===== src/common/frao_params.svh =====
// Constants for the file register ALU datapath.
// What this block does
// - Each operation carries a 7-bit register address (0..127) and one destination bit.
// - Destination bit 0 writes the accumulator; 1 writes back to the addressed register.
// - Increment adds one to the register, updates only the zero flag.
// - OR combines accumulator and register bitwise, updates only the zero flag.
// - Left shift: bit 7 to carry, bits 6..0 up, zero into bit 0, C and Z.
// - Right shift: bit 0 to carry, bits 7..1 down, zero into bit 7, C and Z.
// - Copy moves the register unchanged and updates zero; destination 1 tests it.
`ifndef FRAO_PARAMS_SVH
`define FRAO_PARAMS_SVH
`define FRAO_DATA_W     8
`define FRAO_ADDR_W     7
`define FRAO_ADDR_MAX   7'h7F
`define FRAO_DEST_ACCUM 1'b0
`define FRAO_DEST_REG   1'b1
`define FRAO_ACCUM_RST  8'h00
`define FRAO_ZERO_RST   1'b0
`define FRAO_CARRY_RST  1'b0
`define FRAO_WADDR_RST  7'h00
`define FRAO_WDATA_RST  8'h00
`endif


===== src/common/frao_pkg.sv =====
// Types for the file register ALU datapath.
package frao_pkg;
  typedef enum logic [2:0] {
    increment_reg       = 3'h0,
    or_accum_reg        = 3'h1,
    shift_left_logical  = 3'h2,
    shift_right_logical = 3'h3,
    copy_reg            = 3'h4
  } frao_op_t;
endpackage


===== src/common/frao_alu_if.sv =====
// Interface carrying operands and results between the top and the ALU core.
`timescale 1ns/10ps
interface frao_alu_if;
  import frao_pkg::*;
  frao_op_t   op;
  logic [7:0] src;
  logic [7:0] accum;
  logic [7:0] result;
  logic       carry;
  logic       carry_upd;
  logic       zero;
  modport core (input op, input src, input accum, output result, output carry,
                output carry_upd, output zero);
  modport ctrl (output op, output src, output accum, input result, input carry,
                input carry_upd, input zero);
endinterface


===== src/hdl/frao_alu_core.sv =====
// Combinational ALU for the five file register operations.
`timescale 1ns/10ps
module frao_alu_core
  import frao_pkg::*;
(
  frao_alu_if.core alu
);
  // Computes result, carry and zero per operation.
  always_comb
  begin
    alu.carry     = 1'b0;
    alu.carry_upd = 1'b0;
    case (alu.op)
      increment_reg:       alu.result = 8'(alu.src + 8'h01); // Wraps at all ones.
      or_accum_reg:        alu.result = alu.accum | alu.src;
      shift_left_logical:
      begin
        alu.result    = {alu.src[6:0], 1'b0};
        alu.carry     = alu.src[7];
        alu.carry_upd = 1'b1;
      end
      shift_right_logical:
      begin
        alu.result    = {1'b0, alu.src[7:1]};
        alu.carry     = alu.src[0];
        alu.carry_upd = 1'b1;
      end
      copy_reg:            alu.result = alu.src;
      default:             alu.result = alu.src;
    endcase
    alu.zero = (alu.result == 8'h00);
  end
endmodule


===== src/hdl/frao_datapath.sv =====
// File register ALU datapath: executes one operation per valid cycle.
`timescale 1ns/10ps
`include "frao_params.svh"
module frao_datapath
(
  input  wire logic               core_clk,   // Core clock.
  input  wire logic               arst_n,     // Asynchronous reset, active low.
  input  wire logic               op_valid,   // Executes the presented operation.
  input  wire frao_pkg::frao_op_t op_code,    // Operation to execute.
  input  wire logic [6:0]         reg_addr,   // Addressed register.
  input  wire logic               dest_sel,   // Destination bit.
  input  wire logic [7:0]         reg_rdata,  // Contents of the addressed register.
  output logic                    reg_we,     // Write-back strobe, one cycle.
  output logic [6:0]              reg_waddr,  // Write-back address.
  output logic [7:0]              reg_wdata,  // Write-back data.
  output logic [7:0]              accum,      // Accumulator.
  output logic                    carry_flag, // Carry status flag.
  output logic                    zero_flag   // Zero status flag.
);
  import frao_pkg::*;

  // Timing in brief. An operation is taken at the rising edge at which op_valid is high,
  // together with its code, address, destination bit and the operand on reg_rdata.
  // Every result appears one cycle later, straight from flip-flops, with no wait state.
  // Operations may follow each other on every cycle. The write-back of one operation
  // lands at the same edge at which the next one is taken, so the register file must
  // forward reg_wdata when that next operation reads the register being written.
  // The accumulator and both flags hold while op_valid is low.
  // The carry changes only on the two shifts; the zero flag follows every operation.
  // Codes outside the five operations behave as a copy and leave the carry alone.
  // The write-back address and data track every cycle; only reg_we marks a real write.

  // Carrier between this top and the combinational ALU.
  frao_alu_if alu ();

  // Feeds the core with the operand read from the addressed register.
  assign alu.op    = op_code;
  assign alu.src   = reg_rdata;
  assign alu.accum = accum;

  // Combinational ALU for the five operations.
  frao_alu_core frao_alu_core_i (.alu(alu));

  // Accumulator takes the result when the destination bit selects it.
  always_ff @(posedge core_clk or negedge arst_n)
  begin
    if (!arst_n)
      accum <= `FRAO_ACCUM_RST;
    else if (op_valid && dest_sel == `FRAO_DEST_ACCUM)
      accum <= alu.result;
  end

  // Write-back port to the register file for destination bit set.
  always_ff @(posedge core_clk or negedge arst_n)
  begin
    if (!arst_n)
    begin
      reg_we    <= 1'b0;
      reg_waddr <= `FRAO_WADDR_RST;
      reg_wdata <= `FRAO_WDATA_RST;
    end
    else
    begin
      reg_we    <= op_valid && dest_sel == `FRAO_DEST_REG;
      reg_waddr <= reg_addr; // Full 0..127 range.
      reg_wdata <= alu.result;
    end
  end

  // Zero flag updates on every operation; carry only on shifts.
  always_ff @(posedge core_clk or negedge arst_n)
  begin
    if (!arst_n)
    begin
      zero_flag  <= `FRAO_ZERO_RST;
      carry_flag <= `FRAO_CARRY_RST;
    end
    else if (op_valid)
    begin
      zero_flag <= alu.zero;
      if (alu.carry_upd)
        carry_flag <= alu.carry;
    end
  end

  // Operation classes used by the checks below.
  logic op_shift;
  assign op_shift = op_code == shift_left_logical || op_code == shift_right_logical;

  // Checks on flags, results and destinations. Each looks one cycle after the edge that samples
  // its condition, where the registered outputs show what that edge took or held.

  // The zero flag mirrors the result in whichever destination was selected.
  zero_exact_a: assert property (@(posedge core_clk) disable iff (!arst_n)
    op_valid
    |=> zero_flag == (($past(dest_sel) ? reg_wdata : accum) == 8'h00))
    else $error("zero flag does not match result");

  // Increment, OR and copy leave the carry alone.
  carry_hold_a: assert property (@(posedge core_clk) disable iff (!arst_n)
    op_valid && (op_code == increment_reg || op_code == or_accum_reg || op_code == copy_reg)
    |=> $stable(carry_flag))
    else $error("carry changed on non-shift");

  // Any code other than a shift, the undefined ones included, keeps the carry.
  carry_keep_a: assert property (@(posedge core_clk) disable iff (!arst_n)
    op_valid && !op_shift
    |=> $stable(carry_flag))
    else $error("carry changed on a code that is not a shift");

  // Left shift moves bit 7 into the carry.
  shl_carry_a: assert property (@(posedge core_clk) disable iff (!arst_n)
    op_valid && op_code == shift_left_logical
    |=> carry_flag == $past(reg_rdata[7]))
    else $error("left shift carry wrong");

  // Left shift result: bits move up by one and a zero enters bit 0.
  shl_result_a: assert property (@(posedge core_clk) disable iff (!arst_n)
    op_valid && op_code == shift_left_logical
    |=> ($past(dest_sel) ? reg_wdata : accum) == {$past(reg_rdata[6:0]), 1'b0})
    else $error("left shift result wrong");

  // Right shift moves bit 0 into the carry.
  shr_carry_a: assert property (@(posedge core_clk) disable iff (!arst_n)
    op_valid && op_code == shift_right_logical
    |=> carry_flag == $past(reg_rdata[0]))
    else $error("right shift carry wrong");

  // Right shift result: bits move down by one and a zero enters bit 7.
  shr_result_a: assert property (@(posedge core_clk) disable iff (!arst_n)
    op_valid && op_code == shift_right_logical
    |=> ($past(dest_sel) ? reg_wdata : accum) == {1'b0, $past(reg_rdata[7:1])})
    else $error("right shift result wrong");

  // Increment into the accumulator wraps within eight bits.
  inc_wrap_a: assert property (@(posedge core_clk) disable iff (!arst_n)
    op_valid && op_code == increment_reg && !dest_sel
    |=> accum == 8'($past(reg_rdata) + 8'h01))
    else $error("increment result wrong");

  // Increment written back to the register.
  inc_back_a: assert property (@(posedge core_clk) disable iff (!arst_n)
    op_valid && op_code == increment_reg && dest_sel
    |=> reg_wdata == 8'($past(reg_rdata) + 8'h01))
    else $error("increment write-back wrong");

  // Incrementing all ones gives zero and sets the zero flag.
  inc_zero_a: assert property (@(posedge core_clk) disable iff (!arst_n)
    op_valid && op_code == increment_reg && reg_rdata == 8'hFF
    |=> zero_flag)
    else $error("increment wrap did not set zero");

  // OR written back to the register.
  or_accum_a: assert property (@(posedge core_clk) disable iff (!arst_n)
    op_valid && op_code == or_accum_reg && dest_sel
    |=> reg_wdata == ($past(reg_rdata) | $past(accum)))
    else $error("or result wrong");

  // OR into the accumulator.
  or_to_acc_a: assert property (@(posedge core_clk) disable iff (!arst_n)
    op_valid && op_code == or_accum_reg && !dest_sel
    |=> accum == ($past(reg_rdata) | $past(accum)))
    else $error("or into accumulator wrong");

  // Copy back to the register is a zero test that leaves data intact.
  copy_test_a: assert property (@(posedge core_clk) disable iff (!arst_n)
    op_valid && op_code == copy_reg && dest_sel
    |=> reg_we && reg_wdata == $past(reg_rdata) && $stable(accum))
    else $error("copy test altered data");

  // Copy into the accumulator.
  copy_acc_a: assert property (@(posedge core_clk) disable iff (!arst_n)
    op_valid && op_code == copy_reg && !dest_sel
    |=> accum == $past(reg_rdata) && !reg_we)
    else $error("copy into accumulator wrong");

  // Destination bit set writes the register and spares the accumulator.
  dest_reg_a: assert property (@(posedge core_clk) disable iff (!arst_n)
    op_valid && dest_sel
    |=> reg_we && reg_waddr == $past(reg_addr) && $stable(accum))
    else $error("write-back destination wrong");

  // No write-back strobe without an operation aimed at the register.
  dest_acc_a: assert property (@(posedge core_clk) disable iff (!arst_n)
    !(op_valid && dest_sel)
    |=> !reg_we)
    else $error("spurious write-back");

  // Without an operation the accumulator and both flags hold.
  idle_hold_a: assert property (@(posedge core_clk) disable iff (!arst_n)
    !op_valid
    |=> $stable(accum) && $stable(zero_flag) && $stable(carry_flag))
    else $error("state changed while idle");

  // The write-back address follows the full seven-bit operand.
  waddr_track_a: assert property (@(posedge core_clk) disable iff (!arst_n)
    1'b1
    |=> reg_waddr == $past(reg_addr))
    else $error("write-back address wrong");

  // Cover points for the main scenarios.
  // An increment that wraps from all ones to zero.
  cover_wrap_c: cover property (@(posedge core_clk) disable iff (!arst_n)
    op_valid && op_code == increment_reg && reg_rdata == 8'hFF);

  // A left shift that carries a one out.
  cover_shl_c: cover property (@(posedge core_clk) disable iff (!arst_n)
    op_valid && op_code == shift_left_logical && reg_rdata[7]);

  // A right shift written back to the register.
  cover_shr_c: cover property (@(posedge core_clk) disable iff (!arst_n)
    op_valid && op_code == shift_right_logical && dest_sel);

  // A zero test on a register that holds zero.
  cover_test_c: cover property (@(posedge core_clk) disable iff (!arst_n)
    op_valid && op_code == copy_reg && dest_sel && reg_rdata == 8'h00);

  // An OR into a non-zero accumulator.
  cover_or_c: cover property (@(posedge core_clk) disable iff (!arst_n)
    op_valid && op_code == or_accum_reg && !dest_sel && accum != 8'h00);
endmodule


===== config.mk =====
export PLATFORM = sky130hd
export DESIGN_NAME = frao_datapath
export DESIGN_NICKNAME = d
export VERILOG_FILES = /design/src/common/frao_pkg.sv /design/src/common/frao_alu_if.sv /design/src/hdl/frao_alu_core.sv /design/src/hdl/frao_datapath.sv
export VERILOG_INCLUDE_DIRS = /design/src /design/src/common
export SDC_FILE = /design/constraint.sdc
export NUM_CORES = 1
export LEC_CHECK = 0
export BUFFER_PORTS_ARGS = -buffer_cell sky130_fd_sc_hd__buf_2
export CORE_ASPECT_RATIO = 1.25
export CORE_UTILIZATION = 36
export DETAILED_ROUTE_END_ITERATION = 10
export MAX_ROUTING_LAYER = met4
export PLACE_DENSITY = 0.63
export SLEW_MARGIN = 40
export SYNTH_ARGS = -nofsm -noshare
export SYNTH_HDL_FRONTEND = slang
export SYNTH_SLANG_ARGS = --single-unit

===== constraint.sdc =====
create_clock -name core_clk -period 1.4 [get_ports core_clk]
set_clock_uncertainty 0.05 [all_clocks]
set_input_delay 0.21 -clock core_clk [delete_from_list [all_inputs] [get_ports core_clk]]
set_output_delay 0.21 -clock core_clk [all_outputs]
set_load 0.05 [all_outputs]

# Word level (Yosys, flattened, before mapping)
# Cells that the tools add are included.
dict set report totals {
  register_bits 26
  latch_bits 0
  ram_bits 0
  romBits 0
  input_bits 22
  word_cells 21
  n_memories 0
}
dict set report op_classes {
  n_addsub 1
  n_mul 0
  div_mod_pow 0
  order_cmp 0
  n_eq_ne 3
  shifts 0
  mux 3
  bitwise_logic 2
  n_reduce_logical 6
}
# cell count
set ops {}
lappend ops {{$pmux W8 S4} 1}
lappend ops {{$add A8 B1 Y8 const B} 1}
lappend ops {{$logic_not A8 Y1} 1}
lappend ops {{$or A8 B8 Y8} 1}
lappend ops {{$eq A3 B2 Y1 const B} 2}
lappend ops {{$eq A3 B1 Y1 const B} 1}
lappend ops {{$logic_not A3 Y1} 1}
lappend ops {{$logic_and A1 B1 Y1} 2}
lappend ops {{$pmux W1 S2} 1}
lappend ops {{$reduce_and A2 Y1} 1}
lappend ops {{$reduce_or A2 Y1} 1}
lappend ops {{$mux W1} 1}
lappend ops {{$not A1 Y1} 1}

# Depth between registers and ports, before layout
dict set report depth {
  ltp_word 4
  depth_mapped 8
  depth_no_buf 7
}

# Cells and area by module
# From an unflattened synthesis, not the netlist that was laid out.
dict set report unflattened {
  cells_unflattened 125
  area_unflattened_um2 1415.1
}
# mod instances cells_each area_per_inst_um2 seq_area_each_um2
set modules_own_cells {}
lappend modules_own_cells {frao_datapath 1 40 829.5 650.6}
lappend modules_own_cells {frao_alu_core 1 85 585.6 0.0}

# Worst setup path before layout
# Ideal clock, no wire load.
dict set report synth_path {
  path_type {register to register}
  from {reg accum[1]}
  to {reg zero_flag}
  setup_time_ns 0.095
  arrival_time_ns 1.523
  path_slack_ns -0.268
  path_stages_with_launch 7
  n_path_buf 0
  period_less_slack_ns 1.668
  cell_sequence {dfrtp_1 -> nor2b_1 -> o21ai_0 -> a21oi_1 -> a221oi_4 -> nand3_2 -> o32ai_2}
}
dict set report synth_via {
  elab_chain_len 3
}
# element line
set synth_rtl {}
lappend synth_rtl {{start, declared} frao_datapath.sv:16} ;# output logic [7:0] accum,
lappend synth_rtl {{start signal, assigned} frao_datapath.sv:48} ;# accum <= `FRAO_ACCUM_RST;
lappend synth_rtl {{start signal, assigned} frao_datapath.sv:50} ;# accum <= alu.result;
lappend synth_rtl {{$or A8 B8 Y8} frao_alu_core.sv:15} ;# or_accum_reg: alu.result = alu.accum | alu.src;
lappend synth_rtl {{$pmux W8 S4} frao_alu_core.sv:13} ;# case (alu.op)
lappend synth_rtl {{$logic_not A8 Y1} frao_alu_core.sv:31} ;# alu.zero = (alu.result == 8'h00);
lappend synth_rtl {{end signal, assigned} frao_datapath.sv:75} ;# zero_flag <= `FRAO_ZERO_RST;
lappend synth_rtl {{end signal, assigned} frao_datapath.sv:80} ;# zero_flag <= alu.zero;
lappend synth_rtl {{end, declared} frao_datapath.sv:18} ;# output logic zero_flag
# Every way passes these cells.
# A chain may end at the register's enable or synchronous reset.

# Worst setup path after layout
# Same ends and word-level chain as after synthesis.

==> results.md <==
Run status:
- The flow ran to the end, but the final reports show violations.
- The checks that failed: DRC, setup timing.

Timing:
- In the post-route analysis, the smallest setup slack over all paths is -0.1092 ns.
- The final count of hold timing violations is 0.
- Setup repair after global routing could not meet its margin everywhere.
- The number of max-slew violations in the final report is 0.
- The relative slew slack is 0.6321.
- The final worst hold slack is 0.006935 ns.
- The slew of the pin with the lowest slew margin is 0.5518 ns.
- Based on the critical path, the design can be clocked at up to between 600 and 700 MHz.
- The setup-violating endpoint count in the final report is 1.
- The final clock period utilization by the worst path is 1.078.
- The post-route minimum period is around 1.5 ns.

Die:
- The I/O pin count is 48.
- The total core area is around 3600 sq um.
- The starting utilization of the core area is 0.3855.
- The die is between 50 and 60 um wide.
- The initialized floorplan defines 24 standard-cell rows.
- The die covers slightly above 4000 sq um.
- The floorplan step set the die height to approximately 71 um.

Finish:
- The total of fill cells in the finished design is roughly 330.
- Of the cells placed in the final design, the portion with a size suffix greater than 1 is 0.5619.
- The area of all sequential standard cells is roughly 660 sq um.
- For this run, the post-layout net count is 250.
- The top cell types in the final layout, fill and taps aside, are sky130_fd_sc_hd__buf_2, sky130_fd_sc_hd__buf_4, sky130_fd_sc_hd__dfrtp_1.
- The synthesis-to-finish area growth is 52.86%.
- The final antenna diode count is 0.
- The library cell used most frequently in the layout, excluding fill and tap cells, is sky130_fd_sc_hd__buf_2.
- In the final layout, the multi-input gates occupy ~700 sq um.

Logic synthesis:
- Synthesis inferred 26 register bits.
- The Yosys step of the flow raised 0 warnings.
- The number of synthesized flops with an enable pin is 0.
- The sequential share of the synthesized area is 0.4723.
- In this run, distinct cell masters in the synthesized netlist total 47.
- The average size of a mapped cell is 10.13 sq um.
- The number of nets produced by synthesis is approximately 160.
- The most used flip-flop cell after synthesis is sky130_fd_sc_hd__dfrtp_1.
- The netlist area before placement is between 1000 and 1500 sq um.
- The synthesized netlist cell count is 136.
- The share of flip-flops with an asynchronous set or reset after synthesis is 1.000.

Route:
- For this block, the initial DRC count from the detailed router was 49.
- The number of nets still failing antenna checks after routing is 0.
- After detailed routing, the average wire length per cell comes to around 14 um.
- In the routed design, unresolved DRC markers number 6.
- The iteration count of the initial detailed-routing pass is 8.
- After detailed routing, the number of vias per cell comes to ~5.
- The total number of vias is 1,361.
- The final wirelength is roughly 3.8 mm.

Clock tree:
- CTS built an H-tree with a depth of 1.
- The maximum root-to-sink buffer count is 2.
- After clock tree synthesis, the clock-pin slew on the worst setup and hold paths is ~0.080 ns.
- In this run the clock root is driven by a sky130_fd_sc_hd__clkbuf_8.
- The CTS tree is yes.
- The clock latency on the worst-skew pair is about 0.26 ns.
- The clock net in this run drives a total of 26 sinks.
- The number of clock buffers inserted by TritonCTS is 3.

Power:
- The power per cell area is around 1000 nW/um^2.
- The analysis attributes to cell leakage a power of 1.024 nW.
- IR analysis of the VDD net gives a maximum drop of between 0.3 and 0.4 mV.

Setup path:
- Setup slack on the worst reg-to-reg path comes out at -0.11 ns.
- The total buffers and inverters traversed by the critical path is 0.
- The maximum single-stage delay on the critical path is between 0.4 and 0.5 ns.
- The critical path start-end classification is reg2reg.
- The required time reported for the critical path endpoint is approximately 1.5 ns.
- Broken down by cell family, the worst path's largest delay share belongs to compound AO/OA/AOI/OAI gates.
- The startpoint kind of the worst setup timing path is a flop.
- The signal on the critical path passes through nor2b_4, o21ai_2, a21oi_2, a221oi_4, nand3_2, o32ai_2.
- The master of the slowest instance on the critical path is sky130_fd_sc_hd__dfrtp_2.
- The kind of end point of the critical path is a flop.
- Of all nets on the critical path, the largest fanout is 3.
- The signal arrival time at the worst endpoint is ~1.6 ns.

Global route:
- The initial antenna violation count is 0.
- The remaining global-route overflow is 0.
- The largest net degree at the start of global routing is 27.
- The first-pass GRT wire length is about 6.2 mm.
- The number of global-route vias before repair is 1,354.
- Across every metal layer, demand over resource in global routing totals 0.2058.

Placed design:
- Summed over all nets, the half-perimeter wirelength after detailed placement is 2.950 mm.
- The count of buffers added on input and output ports is 47.
- Timing analysis after detailed placement gives a worst setup slack of -0.3733 ns.
- Routability-driven placement finished with a final weighted congestion of approximately 0.8.

Worst hold path:
- The min-delay analysis places its worst path in the category in2reg.

Run:
- Across the run, the number of max-cap violations was 0.
[what timing repair did]
action	4_1_cts	5_1_grt
resized for setup	4	17
hold buffers	7	0
buffers inserted	1	2
hold endpoints to repair	32	0
pin swaps	3	8
endpoints found under the setup margin	7	9
[path summary, 6_finish.rpt]
check / depth (start not counted) / endpoint / from
worst min register to register: 2 / accum[1]$_DFFE_PN0P_ / accum[1]$_DFFE_PN0P_
worst max-delay path: 6 / zero_flag$_DFFE_PN0P_ / accum[1]$_DFFE_PN0P_
worst max register to register: 6 / zero_flag$_DFFE_PN0P_ / accum[1]$_DFFE_PN0P_
max in group asynchronous: 2 / accum[5]$_DFFE_PN0P_ / arst_n
worst min-delay path: 1 / reg_waddr[0]$_DFF_PN0_ / reg_addr[0]
min in group asynchronous: 2 / reg_wdata[7]$_DFF_PN0_ / arst_n
[where the power goes]
group	switching, W	internal [W]	leakage [nW]
registers	0.0000424	0.000831	0.306
logic	0.000528	0.000290	0.695
clock network	0.000210	0.000203	0.0228
[synthesized netlist by cell type, drive strengths merged, types with 2 or more instances]
cell,n,area [sq um]
dfrtp,26,650.6
nor2,12,45.04
inv,10,37.54
nand2,10,37.54
o21ai,9,45.04
a21oi,7,35.03
nand3,7,45.04
buf,6,53.79
mux2i,5,50.05
nand2b,4,25.02
a31oi,3,18.77
and3,3,25.03
and2,2,12.51
clkbuf,2,7.510
mux2,2,22.52
nand4,2,12.51
nor2b,2,15.02
nor3,2,10.01
nor4,2,27.53
nor4b,2,17.52
o32ai,2,25.03
[per-layer routing]
metal	track usage	routed length (um)	up-vias
met5	-	0	-
met4	0.1030	95	0
met3	0.01645	167	8
met1	0.2442	1613	633
met2	0.3477	1946	55
li1	-	-	665
[worst reg2reg max path, delay by kind of cell (launching register included)]
kind            cells  cell delay, ns
simple gates        2            0.26
flops               1            0.42
compound gates      4            0.68
[state kept, by name, indices dropped and copies added, names as in the netlist]
signal	count
reg_waddr	7
reg_we	1
carry_flag	1
zero_flag	1
reg_wdata	8
accum	8
[per-stage QoR]
stage               total power (W)  instance area [sq um]  utilization  TNS, ns  cells
global placement           0.001633                   1903       0.5326   -2.335    252
global route               0.002207                   2106       0.5893  -0.3508    265
detailed placement         0.001647                   1903       0.5326   -2.874    252
CTS                        0.002090                   2044       0.5721  -0.2429    264
floorplan                  0.001366                   1395            -  -0.1592    136
finish                     0.002103                   2106       0.5893  -0.1092    265
[cells by family after synthesis]
family	count (synthesis)	synth area share
multiplexers	7	0.05268
buffers and inverters	18	0.07175
adder cells (fa/ha/maj)	1	0.009081
AO/OA/AOI/OAI	33	0.1799
AND/OR/NAND/NOR	51	0.2144
flip-flops	26	0.4723
[final cells by class]
cell class,instances,share of cell area
multi-input cells,92,0.3351
flip-flops and latches,26,0.3119
repair buffers,94,0.2906
well taps,39,0.02317
clock buffers,4,0.02139
inverters,10,0.01783
Power figures use the tool's default switching activity.
